<file path="src/mra_params.svh">
/*
 * constants of the measurement read-out and self-calibration block.
 * assumes a 200 MHz core clock and inclusion by its bare name.
 */
// Summary of operation
// - i2c read streams eighteen bytes, every two data bytes followed by crc
// - modbus read returns six words, co2, temperature, humidity, upper word first
// - i2c host may nack then stop after any byte; device stops sending
// - each 32-bit value goes out most significant byte first
// - command with 16-bit argument, 1 activates, 0 deactivates self-calibration
// - self-calibration stays off until the host first activates it
// - self-calibration on/off state is kept in non-volatile storage
// - enabled at power-down means self-calibration resumes after power-up
// - self-calibration runs only in continuous measurement mode
// - first parameter search lasts at least seven days before applying
// - power loss aborts the search, which restarts from the beginning
// - derived parameters are stored in non-volatile storage
// - latest parameters stay applied whether or not the feature is enabled
// - newest of self-calibration and external recalibration replaces the other; power-up restores stored self-calibration over a later external one
`ifndef MRA_PARAMS_SVH
`define MRA_PARAMS_SVH
// register offset and command codes
`define MRA_ACAL_ADDR 16'h003A
`define MRA_ACAL_CMD 16'h5306
`define MRA_MB_FC_WRITE 8'h06
// reset and enable values
`define MRA_ACAL_RESET 16'h0000
`define MRA_ACAL_ON 16'h0001
// stream layout
`define MRA_I2C_PAIRS 6
`define MRA_MB_WORDS 6
`define MRA_CRC_POS 2
// crc
`define MRA_CRC_INIT 8'hFF
`define MRA_CRC_POLY 8'h31
// timing
`define MRA_CLK_PERIOD_NS 5
`define MRA_SEC_NS 1000000000
`define MRA_SEARCH_DAYS 7
`define MRA_DAY_SEC 86400
`define MRA_READ_WAIT_MS 3
`endif

</file>
<file path="src/mra_pkg.sv">
/*
 * types of the measurement read-out and self-calibration block.
 * assumes nothing beyond a systemverilog compiler.
 */
package mra_pkg;
   typedef enum logic [0:0] {I2C_IDLE, I2C_SEND} mra_i2c_state_t;
   typedef enum logic [0:0] {MB_IDLE, MB_SEND} mra_mb_state_t;
   typedef enum logic [1:0] {CAL_FACTORY, CAL_EXT, CAL_AUTO} mra_cal_src_t;
endpackage

</file>
<file path="src/mra_crc8.sv">
/*
 * crc-8 of one 16-bit word, msb first, polynomial 0x31, init 0xFF.
 * assumes a combinational use inside the read-out stream.
 */
`timescale 1ns/1ps
`include "mra_params.svh"
module mra_crc8 (
   input wire logic [15:0] data_in,
   output logic [7:0] crc_out
);
   logic [7:0] chain [0:16];

   // ***************************************
   // bit-serial crc unrolled over the word
   // ***************************************
   assign chain[0] = `MRA_CRC_INIT;
   for (genvar i = 0; i < 16; i++) begin : g_bit
      logic fb;
      assign fb = chain[i][7] ^ data_in[15 - i];
      assign chain[i + 1] = {chain[i][6:0], 1'b0} ^ (fb ? `MRA_CRC_POLY : 8'h00);
   end
   assign crc_out = chain[16];
endmodule

</file>
<file path="src/mra_top.sv">
/*
 * measurement read-out framing and self-calibration control.
 * assumes a byte-level i2c engine and a frame-level modbus engine outside,
 * measurement values already in ieee-754 form, and non-volatile storage
 * whose contents are presented on nv_*_in at reset release.
 */
`timescale 1ns/1ps
`include "mra_params.svh"
module mra_top #(
   parameter int CYC_PER_SEC = `MRA_SEC_NS / `MRA_CLK_PERIOD_NS,
   parameter int SEARCH_SEC = `MRA_SEARCH_DAYS * `MRA_DAY_SEC
) (
   input wire logic core_clk_in,
   input wire logic reset_in,
   input wire logic sel_modbus_in,
   input wire logic [31:0] co2_in,
   input wire logic [31:0] temp_in,
   input wire logic [31:0] hum_in,
   input wire logic i2c_rd_start_in,
   input wire logic i2c_byte_req_in,
   input wire logic i2c_nack_in,
   input wire logic i2c_stop_in,
   output logic [7:0] i2c_byte_out,
   output logic i2c_byte_valid_out,
   output logic i2c_busy_out,
   input wire logic mb_rd_start_in,
   output logic [15:0] mb_word_out,
   output logic mb_word_valid_out,
   output logic [2:0] mb_word_idx_out,
   input wire logic cmd_valid_in,
   input wire logic [7:0] cmd_func_in,
   input wire logic [15:0] cmd_code_in,
   input wire logic [15:0] cmd_arg_in,
   output logic cmd_ack_out,
   output logic [15:0] auto_calibration_enable_out,
   input wire logic cont_mode_in,
   input wire logic frc_in,
   input wire logic nv_acal_in,
   input wire logic nv_params_in,
   output logic nv_acal_wr_out,
   output logic nv_acal_data_out,
   output logic nv_params_wr_out,
   output logic acal_active_out,
   output mra_pkg::mra_cal_src_t cal_source_out
);
   import mra_pkg::*;

   // ***************************************
   // read-out stream
   // ***************************************
   logic [31:0] snap [0:2];
   logic [31:0] next_snap [0:2];
   mra_i2c_state_t i2c_state, next_i2c_state;
   mra_mb_state_t mb_state, next_mb_state;
   logic [2:0] pair, next_pair;
   logic [1:0] pos, next_pos;
   logic [2:0] mb_idx, next_mb_idx;
   logic [7:0] next_i2c_byte;
   logic next_i2c_byte_valid, next_i2c_busy;
   logic [15:0] next_mb_word;
   logic next_mb_word_valid;
   logic [2:0] next_mb_word_idx;
   logic [15:0] i2c_word;
   logic [7:0] i2c_crc;

   // word n of the six: value n/2, upper word on even n
   function automatic logic [15:0] pick_word(input logic [31:0] v0, input logic [31:0] v1,
                                             input logic [31:0] v2, input logic [2:0] n);
      logic [31:0] v;
      v = (n[2:1] == 2'd0) ? v0 : ((n[2:1] == 2'd1) ? v1 : v2);
      pick_word = n[0] ? v[15:0] : v[31:16];
   endfunction

   assign i2c_word = pick_word(snap[0], snap[1], snap[2], pair);

   mra_crc8 u_crc (
      .data_in(i2c_word),
      .crc_out(i2c_crc)
   );

   // stream next state
   always_comb begin
      next_snap = snap;
      next_i2c_state = i2c_state;
      next_mb_state = mb_state;
      next_pair = pair;
      next_pos = pos;
      next_mb_idx = mb_idx;
      next_i2c_byte = i2c_byte_out;
      next_i2c_byte_valid = 1'b0;
      next_mb_word = mb_word_out;
      next_mb_word_valid = 1'b0;
      next_mb_word_idx = mb_word_idx_out;
      // values are forwarded bit for bit, already single precision
      if ((i2c_rd_start_in && i2c_state == I2C_IDLE && !sel_modbus_in) ||
          (mb_rd_start_in && mb_state == MB_IDLE && sel_modbus_in)) begin
         next_snap[0] = co2_in;
         next_snap[1] = temp_in;
         next_snap[2] = hum_in;
      end
      unique case (i2c_state)
         I2C_IDLE: begin
            if (i2c_rd_start_in && !sel_modbus_in) begin
               next_i2c_state = I2C_SEND;
               next_pair = 3'd0;
               next_pos = 2'd0;
            end
         end
         I2C_SEND: begin
            if (i2c_nack_in || i2c_stop_in) begin
               next_i2c_state = I2C_IDLE;
            end else if (i2c_byte_req_in) begin
               next_i2c_byte_valid = 1'b1;
               // upper byte, lower byte, then crc of the pair
               unique case (pos)
                  2'd0: next_i2c_byte = i2c_word[15:8];
                  2'd1: next_i2c_byte = i2c_word[7:0];
                  default: next_i2c_byte = i2c_crc;
               endcase
               if (pos == 2'(`MRA_CRC_POS)) begin
                  next_pos = 2'd0;
                  next_pair = pair + 3'd1;
                  if (pair == 3'(`MRA_I2C_PAIRS - 1)) begin
                     next_i2c_state = I2C_IDLE;
                  end
               end else begin
                  next_pos = pos + 2'd1;
               end
            end
         end
      endcase
      unique case (mb_state)
         MB_IDLE: begin
            if (mb_rd_start_in && sel_modbus_in) begin
               next_mb_state = MB_SEND;
               next_mb_idx = 3'd0;
            end
         end
         MB_SEND: begin
            // six words on consecutive cycles
            next_mb_word = pick_word(snap[0], snap[1], snap[2], mb_idx);
            next_mb_word_valid = 1'b1;
            next_mb_word_idx = mb_idx;
            next_mb_idx = mb_idx + 3'd1;
            if (mb_idx == 3'(`MRA_MB_WORDS - 1)) begin
               next_mb_state = MB_IDLE;
            end
         end
      endcase
      next_i2c_busy = (next_i2c_state == I2C_SEND);
   end

   // stream registers
   always_ff @(posedge core_clk_in) begin
      if (reset_in) begin
         snap <= '{32'h0000_0000, 32'h0000_0000, 32'h0000_0000};
         i2c_state <= I2C_IDLE;
         mb_state <= MB_IDLE;
         pair <= 3'd0;
         pos <= 2'd0;
         mb_idx <= 3'd0;
         i2c_byte_out <= 8'h00;
         i2c_byte_valid_out <= 1'b0;
         i2c_busy_out <= 1'b0;
         mb_word_out <= 16'h0000;
         mb_word_valid_out <= 1'b0;
         mb_word_idx_out <= 3'd0;
      end else begin
         snap <= next_snap;
         i2c_state <= next_i2c_state;
         mb_state <= next_mb_state;
         pair <= next_pair;
         pos <= next_pos;
         mb_idx <= next_mb_idx;
         i2c_byte_out <= next_i2c_byte;
         i2c_byte_valid_out <= next_i2c_byte_valid;
         i2c_busy_out <= next_i2c_busy;
         mb_word_out <= next_mb_word;
         mb_word_valid_out <= next_mb_word_valid;
         mb_word_idx_out <= next_mb_word_idx;
      end
   end

   // ***************************************
   // self-calibration control
   // ***************************************
   logic loaded, next_loaded;
   logic [15:0] next_acal_en;
   logic next_cmd_ack, next_nv_acal_wr, next_nv_acal_data, next_nv_params_wr;
   logic [31:0] cyc_cnt, next_cyc_cnt, sec_cnt, next_sec_cnt;
   logic next_acal_active, sec_tick, found, cmd_hit;
   mra_cal_src_t next_cal_source;

   // i2c command code or modbus single-register write
   assign cmd_hit = cmd_valid_in && (cmd_arg_in <= `MRA_ACAL_ON) &&
                    (sel_modbus_in ? (cmd_func_in == `MRA_MB_FC_WRITE &&
                                      cmd_code_in == `MRA_ACAL_ADDR)
                                   : (cmd_code_in == `MRA_ACAL_CMD));
   assign sec_tick = acal_active_out && (cyc_cnt == 32'(CYC_PER_SEC - 1));
   assign found = sec_tick && (sec_cnt == 32'(SEARCH_SEC - 1));

   // calibration next state
   always_comb begin
      next_loaded = 1'b1;
      next_acal_en = auto_calibration_enable_out;
      next_cmd_ack = 1'b0;
      next_nv_acal_wr = 1'b0;
      next_nv_acal_data = nv_acal_data_out;
      next_nv_params_wr = 1'b0;
      next_cyc_cnt = cyc_cnt;
      next_sec_cnt = sec_cnt;
      next_cal_source = cal_source_out;
      if (!loaded) begin
         // stored state and parameters picked up once after power-up
         next_acal_en = nv_acal_in ? `MRA_ACAL_ON : `MRA_ACAL_RESET;
         next_nv_acal_data = nv_acal_in;
         next_cal_source = nv_params_in ? CAL_AUTO : CAL_FACTORY;
      end else begin
         if (cmd_hit) begin
            next_acal_en = cmd_arg_in;
            next_cmd_ack = 1'b1;
            next_nv_acal_wr = 1'b1;
            next_nv_acal_data = cmd_arg_in[0];
         end
         // one-second enable, counting only while active
         if (acal_active_out) begin
            next_cyc_cnt = sec_tick ? 32'd0 : cyc_cnt + 32'd1;
            if (sec_tick) begin
               next_sec_cnt = found ? 32'd0 : sec_cnt + 32'd1;
            end
         end
         // latest of the two calibration sources wins
         if (found) begin
            next_cal_source = CAL_AUTO;
            next_nv_params_wr = 1'b1;
         end else if (frc_in) begin
            next_cal_source = CAL_EXT;
         end
      end
      next_acal_active = next_loaded && next_acal_en[0] && cont_mode_in;
   end

   // calibration registers; reset stands for power loss
   always_ff @(posedge core_clk_in) begin
      if (reset_in) begin
         loaded <= 1'b0;
         auto_calibration_enable_out <= `MRA_ACAL_RESET;
         cmd_ack_out <= 1'b0;
         nv_acal_wr_out <= 1'b0;
         nv_acal_data_out <= 1'b0;
         nv_params_wr_out <= 1'b0;
         cyc_cnt <= 32'd0;
         sec_cnt <= 32'd0;
         acal_active_out <= 1'b0;
         cal_source_out <= CAL_FACTORY;
      end else begin
         loaded <= next_loaded;
         auto_calibration_enable_out <= next_acal_en;
         cmd_ack_out <= next_cmd_ack;
         nv_acal_wr_out <= next_nv_acal_wr;
         nv_acal_data_out <= next_nv_acal_data;
         nv_params_wr_out <= next_nv_params_wr;
         cyc_cnt <= next_cyc_cnt;
         sec_cnt <= next_sec_cnt;
         acal_active_out <= next_acal_active;
         cal_source_out <= next_cal_source;
      end
   end
endmodule

</file>
<file path="config.mk">
export PLATFORM = sky130hd
export DESIGN_NAME = mra_top
export DESIGN_NICKNAME = d
export VERILOG_FILES = /design/src/mra_pkg.sv /design/src/mra_crc8.sv /design/src/mra_top.sv
export VERILOG_INCLUDE_DIRS = /design/src /design/src/src
export SDC_FILE = /design/constraint.sdc
export NUM_CORES = 1
export LEC_CHECK = 0
export BUFFER_PORTS_ARGS = -buffer_cell sky130_fd_sc_hd__buf_2
export CAP_MARGIN = 20
export CORE_UTILIZATION = 40
export DETAILED_ROUTE_END_ITERATION = 16
export GPL_ROUTABILITY_DRIVEN = 0
export SETUP_SLACK_MARGIN = 0.02
export SYNTH_ARGS = -nofsm -noshare
export SYNTH_HDL_FRONTEND = slang
export SYNTH_SLANG_ARGS = --single-unit
</file>
<file path="constraint.sdc">
create_clock -name core_clk_in -period 9.01 [get_ports core_clk_in]
set_clock_uncertainty 0.1 [all_clocks]
set_input_delay 0.901 -clock core_clk_in [delete_from_list [all_inputs] [get_ports core_clk_in]]
set_output_delay 0.901 -clock core_clk_in [all_outputs]
set_load 0.1 [all_outputs]
</file>
# Yosys cells after proc, flatten, opt, wreduce, memory -nomap -nowiden
# Cells that the tools add are included.
# totals
reg_bits	222
wordCells	168
in_bits	149
out_inout_bits	53
# classes
n_eq_ne	18
bitwise_logic	35
n_lt_le_gt_ge	1
mux	61
add_sub_neg	5
n_reduce_logical	25
# op_table
cell	count
$mux 32	6
$xor 8x8->8	15
$mux 6	16
$add 32x1->32 const B	2
$mux 16	4
$eq 32x20->1 const B	1
$eq 32x28->1 const B	1
$eq 16x15->1 const B	1
$eq 16x6->1 const B	1
$le 16x1->1 const B	1
$mux 1	16
$mux 2	8
$pmux 8 s2	1
$mux 3	5
$xor 1x1->1	15
$logic_and 1x1->1	12
$pmux 3 s2	2
$reduce_and 3->1	3
$eq 8x3->1 const B	1
$ne 2x1->1 const B	4
$not 7->7	1
$add 3x1->3 const B	2
$eq 2x1->1 const B	3
$eq 3x3->1 const B	2
other kinds (14)	22

# Longest topological paths before layout
# depth
depth_word	52
depth_mapped	11
depth_no_buf	8

# Hierarchy
# Synthesis repeated with hierarchy kept, for this count alone.
# hier_totals
cells_unflattened	1266
area_unflattened_um2	10842.9
# by_module_without_submodules
module	instances	cells_per_inst	area_each_um2	seq_area_each_um2
mra_top	1	1231	10401.2	4444.3
mra_crc8	1	35	441.7	0.0

# Least setup slack after synthesis
# Ideal clock, no wire load.
# synth_path
kind	register to register
from	reg pair[1]
to	reg i2c_byte_out[5]
path_stages_with_launch	10
setup_ps	86
slack_ps	5787
synth_period_minus_slack_ps	3223
path_buffers	2
arrival_time_ps	3037
required_ps	8824
cell_sequence	dfxtp_1 -> buf_6 -> buf_8 -> mux2_1 -> mux4_2 -> xor2_1 -> xnor2_1 -> xnor3_2 -> xnor3_1 -> a211oi_1
# synth_between
elab_chain_len	32
word_cells_on_any_way	51
classes_between	eq/ne (1); mux (19); bitwise (30); reduce/logical (1)
# synth_lines
item	line_no	source
start, declared	mra_top.sv:55	logic [2:0] pair, next_pair;
start signal, assigned	mra_top.sv:172	pair <= next_pair;
$eq 2x1->1	mra_top.sv:70	v = (n[2:1] == 2'd0) ? v0 : ((n[2:1] == 2'd1) ? v1 : v2);
$mux 32	mra_top.sv:70	
$mux 32 *	mra_top.sv:70	
$mux 16 *	mra_top.sv:71	pick_word = n[0] ? v[15:0] : v[31:16];
$mux 6	mra_crc8.sv:20	assign chain[i + 1] = {chain[i][6:0], 1'b0} ^ (fb ? `MRA_CRC_POLY : 8'h00);
$not 7->7 (no line)	-	
$xor 8x8->8 (2 in a row)	mra_crc8.sv:20	
$xor 1x1->1	mra_crc8.sv:19	assign fb = chain[i][7] ^ data_in[15 - i];
(+11 left out)	-	
$xor 8x8->8 (3 in a row)	mra_crc8.sv:20	
$xor 1x1->1	mra_crc8.sv:19	
$mux 6	mra_crc8.sv:20	
$xor 8x8->8 (3 in a row)	mra_crc8.sv:20	
$xor 1x1->1	mra_crc8.sv:19	
$mux 6	mra_crc8.sv:20	
$xor 8x8->8	mra_crc8.sv:20	
$pmux 8 s2 *	mra_top.sv:115	unique case (pos)
end signal, assigned	mra_top.sv:175	i2c_byte_out <= next_i2c_byte;
end, declared	mra_top.sv:23	output logic [7:0] i2c_byte_out,
# Mark *: on every way between the ends. The rest lies on a longest branch, timed or not.
# A chain may end at the register's enable or synchronous reset.

# Worst setup path after layout
# Same ends and word-level chain as after synthesis.

==> impl_table.tex <==
\begin{tabular}{lr}
\hline
Metric & Value \\
\hline
\multicolumn{2}{l}{\textbf{Outcome}} \\
\quad Result of the run & finished, final reports clean \\
\multicolumn{2}{l}{\textbf{Logic synthesis}} \\
\quad Library cell with the largest summed area after synthesis & sky130\_fd\_sc\_hd\_\_dfxtp\_1 \\
\quad Post-Syn Area per Cell & 8.41 µm² \\
\quad Register bit count reported by yosys & 222 \\
\quad Share of the synthesized area in the top cell type & 42.0\% \\
\quad Top cells by area, synth & sky130\_fd\_sc\_hd\_\_dfxtp\_1, sky130\_fd\_sc\_hd\_\_nand2\_1, sky130\_fd\_sc\_hd\_\_a21oi\_1 \\
\quad Synthesized instance count & 1,260 \\
\quad Main synth FF type & sky130\_fd\_sc\_hd\_\_dfxtp\_1 \\
\quad Synth unique cells & 53 \\
\quad Share of the yosys chip area belonging to registers & 42.0\% \\
\quad Async set-or-reset flop fraction in the synthesized netlist & 0\% \\
\quad Post-synth EDFFs & 0 \\
\quad Syn\_nets & 1,415 \\
\quad Total of warnings raised by yosys & 0 \\
\quad Netlist Area Pre-Place & 10,600 µm² \\
\multicolumn{2}{l}{\textbf{Floorplanning}} \\
\quad Die Footprint & 27,100 µm² \\
\quad Effective utilization at floorplan & 40.8\% \\
\quad Vert. Die Dim & 165 µm \\
\quad I/O Pins & 202 \\
\quad Die Width & 165 µm \\
\quad Core area & 26,000 µm² \\
\quad Core Rows & 59 \\
\multicolumn{2}{l}{\textbf{Timing}} \\
\quad Final-report setup violation count & 0 \\
\quad Period minus WS final & 3.66 ns \\
\quad Final worst slack & 5.35 ns \\
\quad Fmax achieved & 273 MHz \\
\quad RSZ-0062 raised after global routing & false \\
\quad Tightest Pin Transition & 0.994 ns \\
\quad WHS & 0.348 ns \\
\quad Max-slew headroom at the worst pin & 33.7\% \\
\quad Fraction of the cycle the final worst path needs & 40.6\% \\
\quad Number of hold violations in the final report & 0 \\
\quad Setup TNS & 0 ns \\
\quad Final number of max-transition violations & 0 \\
\multicolumn{2}{l}{\textbf{Power}} \\
\quad Switching share of total power & 26.1\% \\
\quad Total net switching power & 650 µW \\
\quad Share of power burned in the clock network & 44.1\% \\
\quad Power per cell area & 196 nW/µm² \\
\quad Leakage power total & 5.02 nW \\
\quad Int Pwr & 1.84 mW \\
\quad Fraction of power consumed by sequential logic & 42.4\% \\
\quad Max VDD drop & 0.127 mV \\
\quad Combinational share of power & 13.5\% \\
\multicolumn{2}{l}{\textbf{Layout}} \\
\quad Most common cell after layout, fill and taps aside & sky130\_fd\_sc\_hd\_\_nand2\_1 \\
\quad Final core utilization & 48.8\% \\
\quad Commonest non-fill, non-tap cells in the layout & sky130\_fd\_sc\_hd\_\_nand2\_1, sky130\_fd\_sc\_hd\_\_dfxtp\_1, sky130\_fd\_sc\_hd\_\_buf\_2 \\
\quad Number of fillers in the final layout & 2,567 \\
\quad Post-layout net count & 1,572 \\
\quad Total non-filler cell area in the finished layout & 12,700 µm² \\
\quad Share of cells above drive strength 1 & 21.6\% \\
\quad Area added between synthesis and finish & 19.7\% \\
\multicolumn{2}{l}{\textbf{CTS}} \\
\quad Total CTS buffers & 25 \\
\quad Clock Sinks & 222 \\
\quad Number of gates resized after cts & 0 \\
\quad Clock latency at the later pin of the worst-skew pair & 0.52 ns \\
\quad Maximum level of the CTS H-tree & 1 \\
\quad TritonCTS clock tree & yes \\
\quad Bufs on Longest Clock Path & 3 \\
\quad Root buf cell & sky130\_fd\_sc\_hd\_\_clkbuf\_16 \\
\quad Clock transition at the registers of the reported paths & 0.06 ns \\
\quad Total setup buffers inserted after CTS & 0 \\
\quad Hold buffer count at CTS & 0 \\
\multicolumn{2}{l}{\textbf{Global routing}} \\
\quad Leftover overflow at the end of global routing & 0 \\
\quad Number of global-route vias before repair & 8,654 \\
\quad Pin count of the biggest net entering global routing & 97 \\
\quad Number of antenna violations at the first check in global routing & 2 \\
\quad First-pass GRT wire length & 46,000 µm \\
\quad Global router's overall resource usage & 21.7\% \\
\multicolumn{2}{l}{\textbf{Routing}} \\
\quad Number of iterations in the first detailed-routing pass & 5 \\
\quad DR WL/cell & 16.7 µm \\
\quad Routed Antenna Nets & 0 \\
\quad Total wirelength of the detailed-routed design & 29,600 µm \\
\quad Number of DRC violations after detailed routing & 0 \\
\quad DR vias & 9,191 \\
\quad Iteration-0 DRC count of the detailed router & 578 \\
\quad Vias per inst & 5.20 \\
\multicolumn{2}{l}{\textbf{Placed design}} \\
\quad Number of input and output port buffers inserted & 201 \\
\quad Worst setup slack before clock tree synthesis & 5.39 ns \\
\quad Area of placed instances & 11,800 µm² \\
\quad Final HPWL from detailed placement & 21,200 µm \\
\multicolumn{2}{l}{\textbf{Setup path}} \\
\quad Worst-path maximum fanout & 35 \\
\quad Beginning of the critical path & pair[1] \\
\quad Arrival time of the worst setup path & 3.98 ns \\
\quad CP Class & reg -> reg \\
\quad Data required time of the worst path & 9.33 ns \\
\quad Worst reg2reg startpoint & pair[1] \\
\quad Critical path capture point type & flip-flop \\
\quad Worst setup SP type & flip-flop \\
\multicolumn{2}{l}{\textbf{Run}} \\
\quad Max Cap Viol & 0 \\
\multicolumn{2}{l}{\textbf{Hold path}} \\
\quad Hold WC Path Type & reg -> reg \\
\quad Hold Crit Start & auto\_calibration\_enable\_out[2] \\
\hline
\end{tabular}
[power by group through the flow]
stage | Clock [mW] | Sequential [mW] | Combinational, mW
2_1_floorplan | 0 | 1.11 | 0.197
5_1_grt | 1.16 | 1.06 | 0.367
3_3_place_gp | 0 | 1.08 | 0.332
4_1_cts | 1.12 | 1.05 | 0.338
3_5_place_dp | 0 | 1.08 | 0.336
6_report | 1.10 | 1.06 | 0.336
[area by class of cell]
cell class,instances,area (µm²),area share [%]
inverter,8,30.0,0.237
antenna,1,2.50,0.0197
clock inverter,10,185,1.46
tap,335,419,3.31
timing repair buffer,213,1100,8.67
multi-input combinational,947,5790,45.7
clock buffer,33,706,5.57
sequential,222,4450,35.1
[sequential cells by signal (all words and copies together), names as in the netlist, 3 cells and up]
signal	cells
mb_word_out	16
mb_word_idx_out	3
pair	3
auto_calibration_enable_out	16
i2c_byte_out	8
sec_cnt	32
mb_idx	3
snap	96
cyc_cnt	32
[cell usage after synthesis (3+ instances only)]
cell type,number
sky130_fd_sc_hd__xnor3_2,3
sky130_fd_sc_hd__nor4_1,11
sky130_fd_sc_hd__nor2b_1,4
sky130_fd_sc_hd__nand3_1,24
sky130_fd_sc_hd__and4_1,7
sky130_fd_sc_hd__nor3b_1,4
sky130_fd_sc_hd__mux2_1,8
sky130_fd_sc_hd__nand2b_1,5
sky130_fd_sc_hd__nor4b_1,8
sky130_fd_sc_hd__nand2_1,273
sky130_fd_sc_hd__buf_2,4
sky130_fd_sc_hd__nand4b_1,3
sky130_fd_sc_hd__inv_1,8
sky130_fd_sc_hd__nor2_1,129
sky130_fd_sc_hd__nor3_1,9
sky130_fd_sc_hd__xor2_1,47
sky130_fd_sc_hd__dfxtp_1,222
sky130_fd_sc_hd__buf_1,10
sky130_fd_sc_hd__a211oi_1,5
sky130_fd_sc_hd__xnor2_1,30
sky130_fd_sc_hd__nor4bb_1,3
sky130_fd_sc_hd__and2_1,24
sky130_fd_sc_hd__ha_1,6
sky130_fd_sc_hd__mux2_2,23
sky130_fd_sc_hd__mux4_2,15
sky130_fd_sc_hd__or3_1,6
sky130_fd_sc_hd__a21oi_1,127
sky130_fd_sc_hd__clkbuf_1,65
sky130_fd_sc_hd__o211ai_1,15
sky130_fd_sc_hd__mux2i_1,47
sky130_fd_sc_hd__and3_1,15
sky130_fd_sc_hd__o21ai_0,46
sky130_fd_sc_hd__xnor3_1,4
sky130_fd_sc_hd__nand4_1,21
sky130_fd_sc_hd__mux2_4,4
[final timing paths]
kind / slack (ns) / endpoint / cells after the start
hold / removal: 0.35 / auto_calibration_enable_out[2] / 1
hold reg to reg: 0.35 / auto_calibration_enable_out[2] / 1
setup reg to reg: 5.35 / i2c_byte_out[5] / 8
setup / recovery: 5.35 / i2c_byte_out[5] / 8
[routing by layer]
layer,up-vias,GRT usage [%],routed length (µm)
li1,4617,-,-
met1,4238,28.2,13100
met2,278,36.7,13800
met3,56,2.81,1630
met4,2,8.22,1090
met5,-,0,18
[critical path, stage by stage, from the launching register on]
cell and delay, ns:
sky130_fd_sc_hd__dfxtp_1 0.30, sky130_fd_sc_hd__buf_4 0.42, sky130_fd_sc_hd__mux2_2 0.39, sky130_fd_sc_hd__mux4_2 0.52, sky130_fd_sc_hd__xor2_1 0.42, sky130_fd_sc_hd__xnor2_1 0.23, sky130_fd_sc_hd__xnor3_2 0.56, sky130_fd_sc_hd__xnor3_1 0.36
sky130_fd_sc_hd__a211oi_1 0.24
[through the flow]
stage          total power, mW  instances
2_1_floorplan             1.31       1260
3_3_place_gp              1.41       1725
3_5_place_dp              1.41       1725
4_1_cts                   2.52       1768
5_1_grt                   2.58       1768
6_report                  2.49       1769
[kinds of logic (layout without fill, tap and decap cells)]
group	Yosys count	in the layout	synth area share, %
compound gates	205	205	10.6
buf+inv	91	264	3.56
flops	222	222	42.0
other cells	0	1	0
simple gates	553	553	23.5
fa+ha+maj	6	6	0.709
xor+xnor	86	86	8.20
mux	97	97	11.5
No activity file was read; power rests on OpenSTA's default activity.
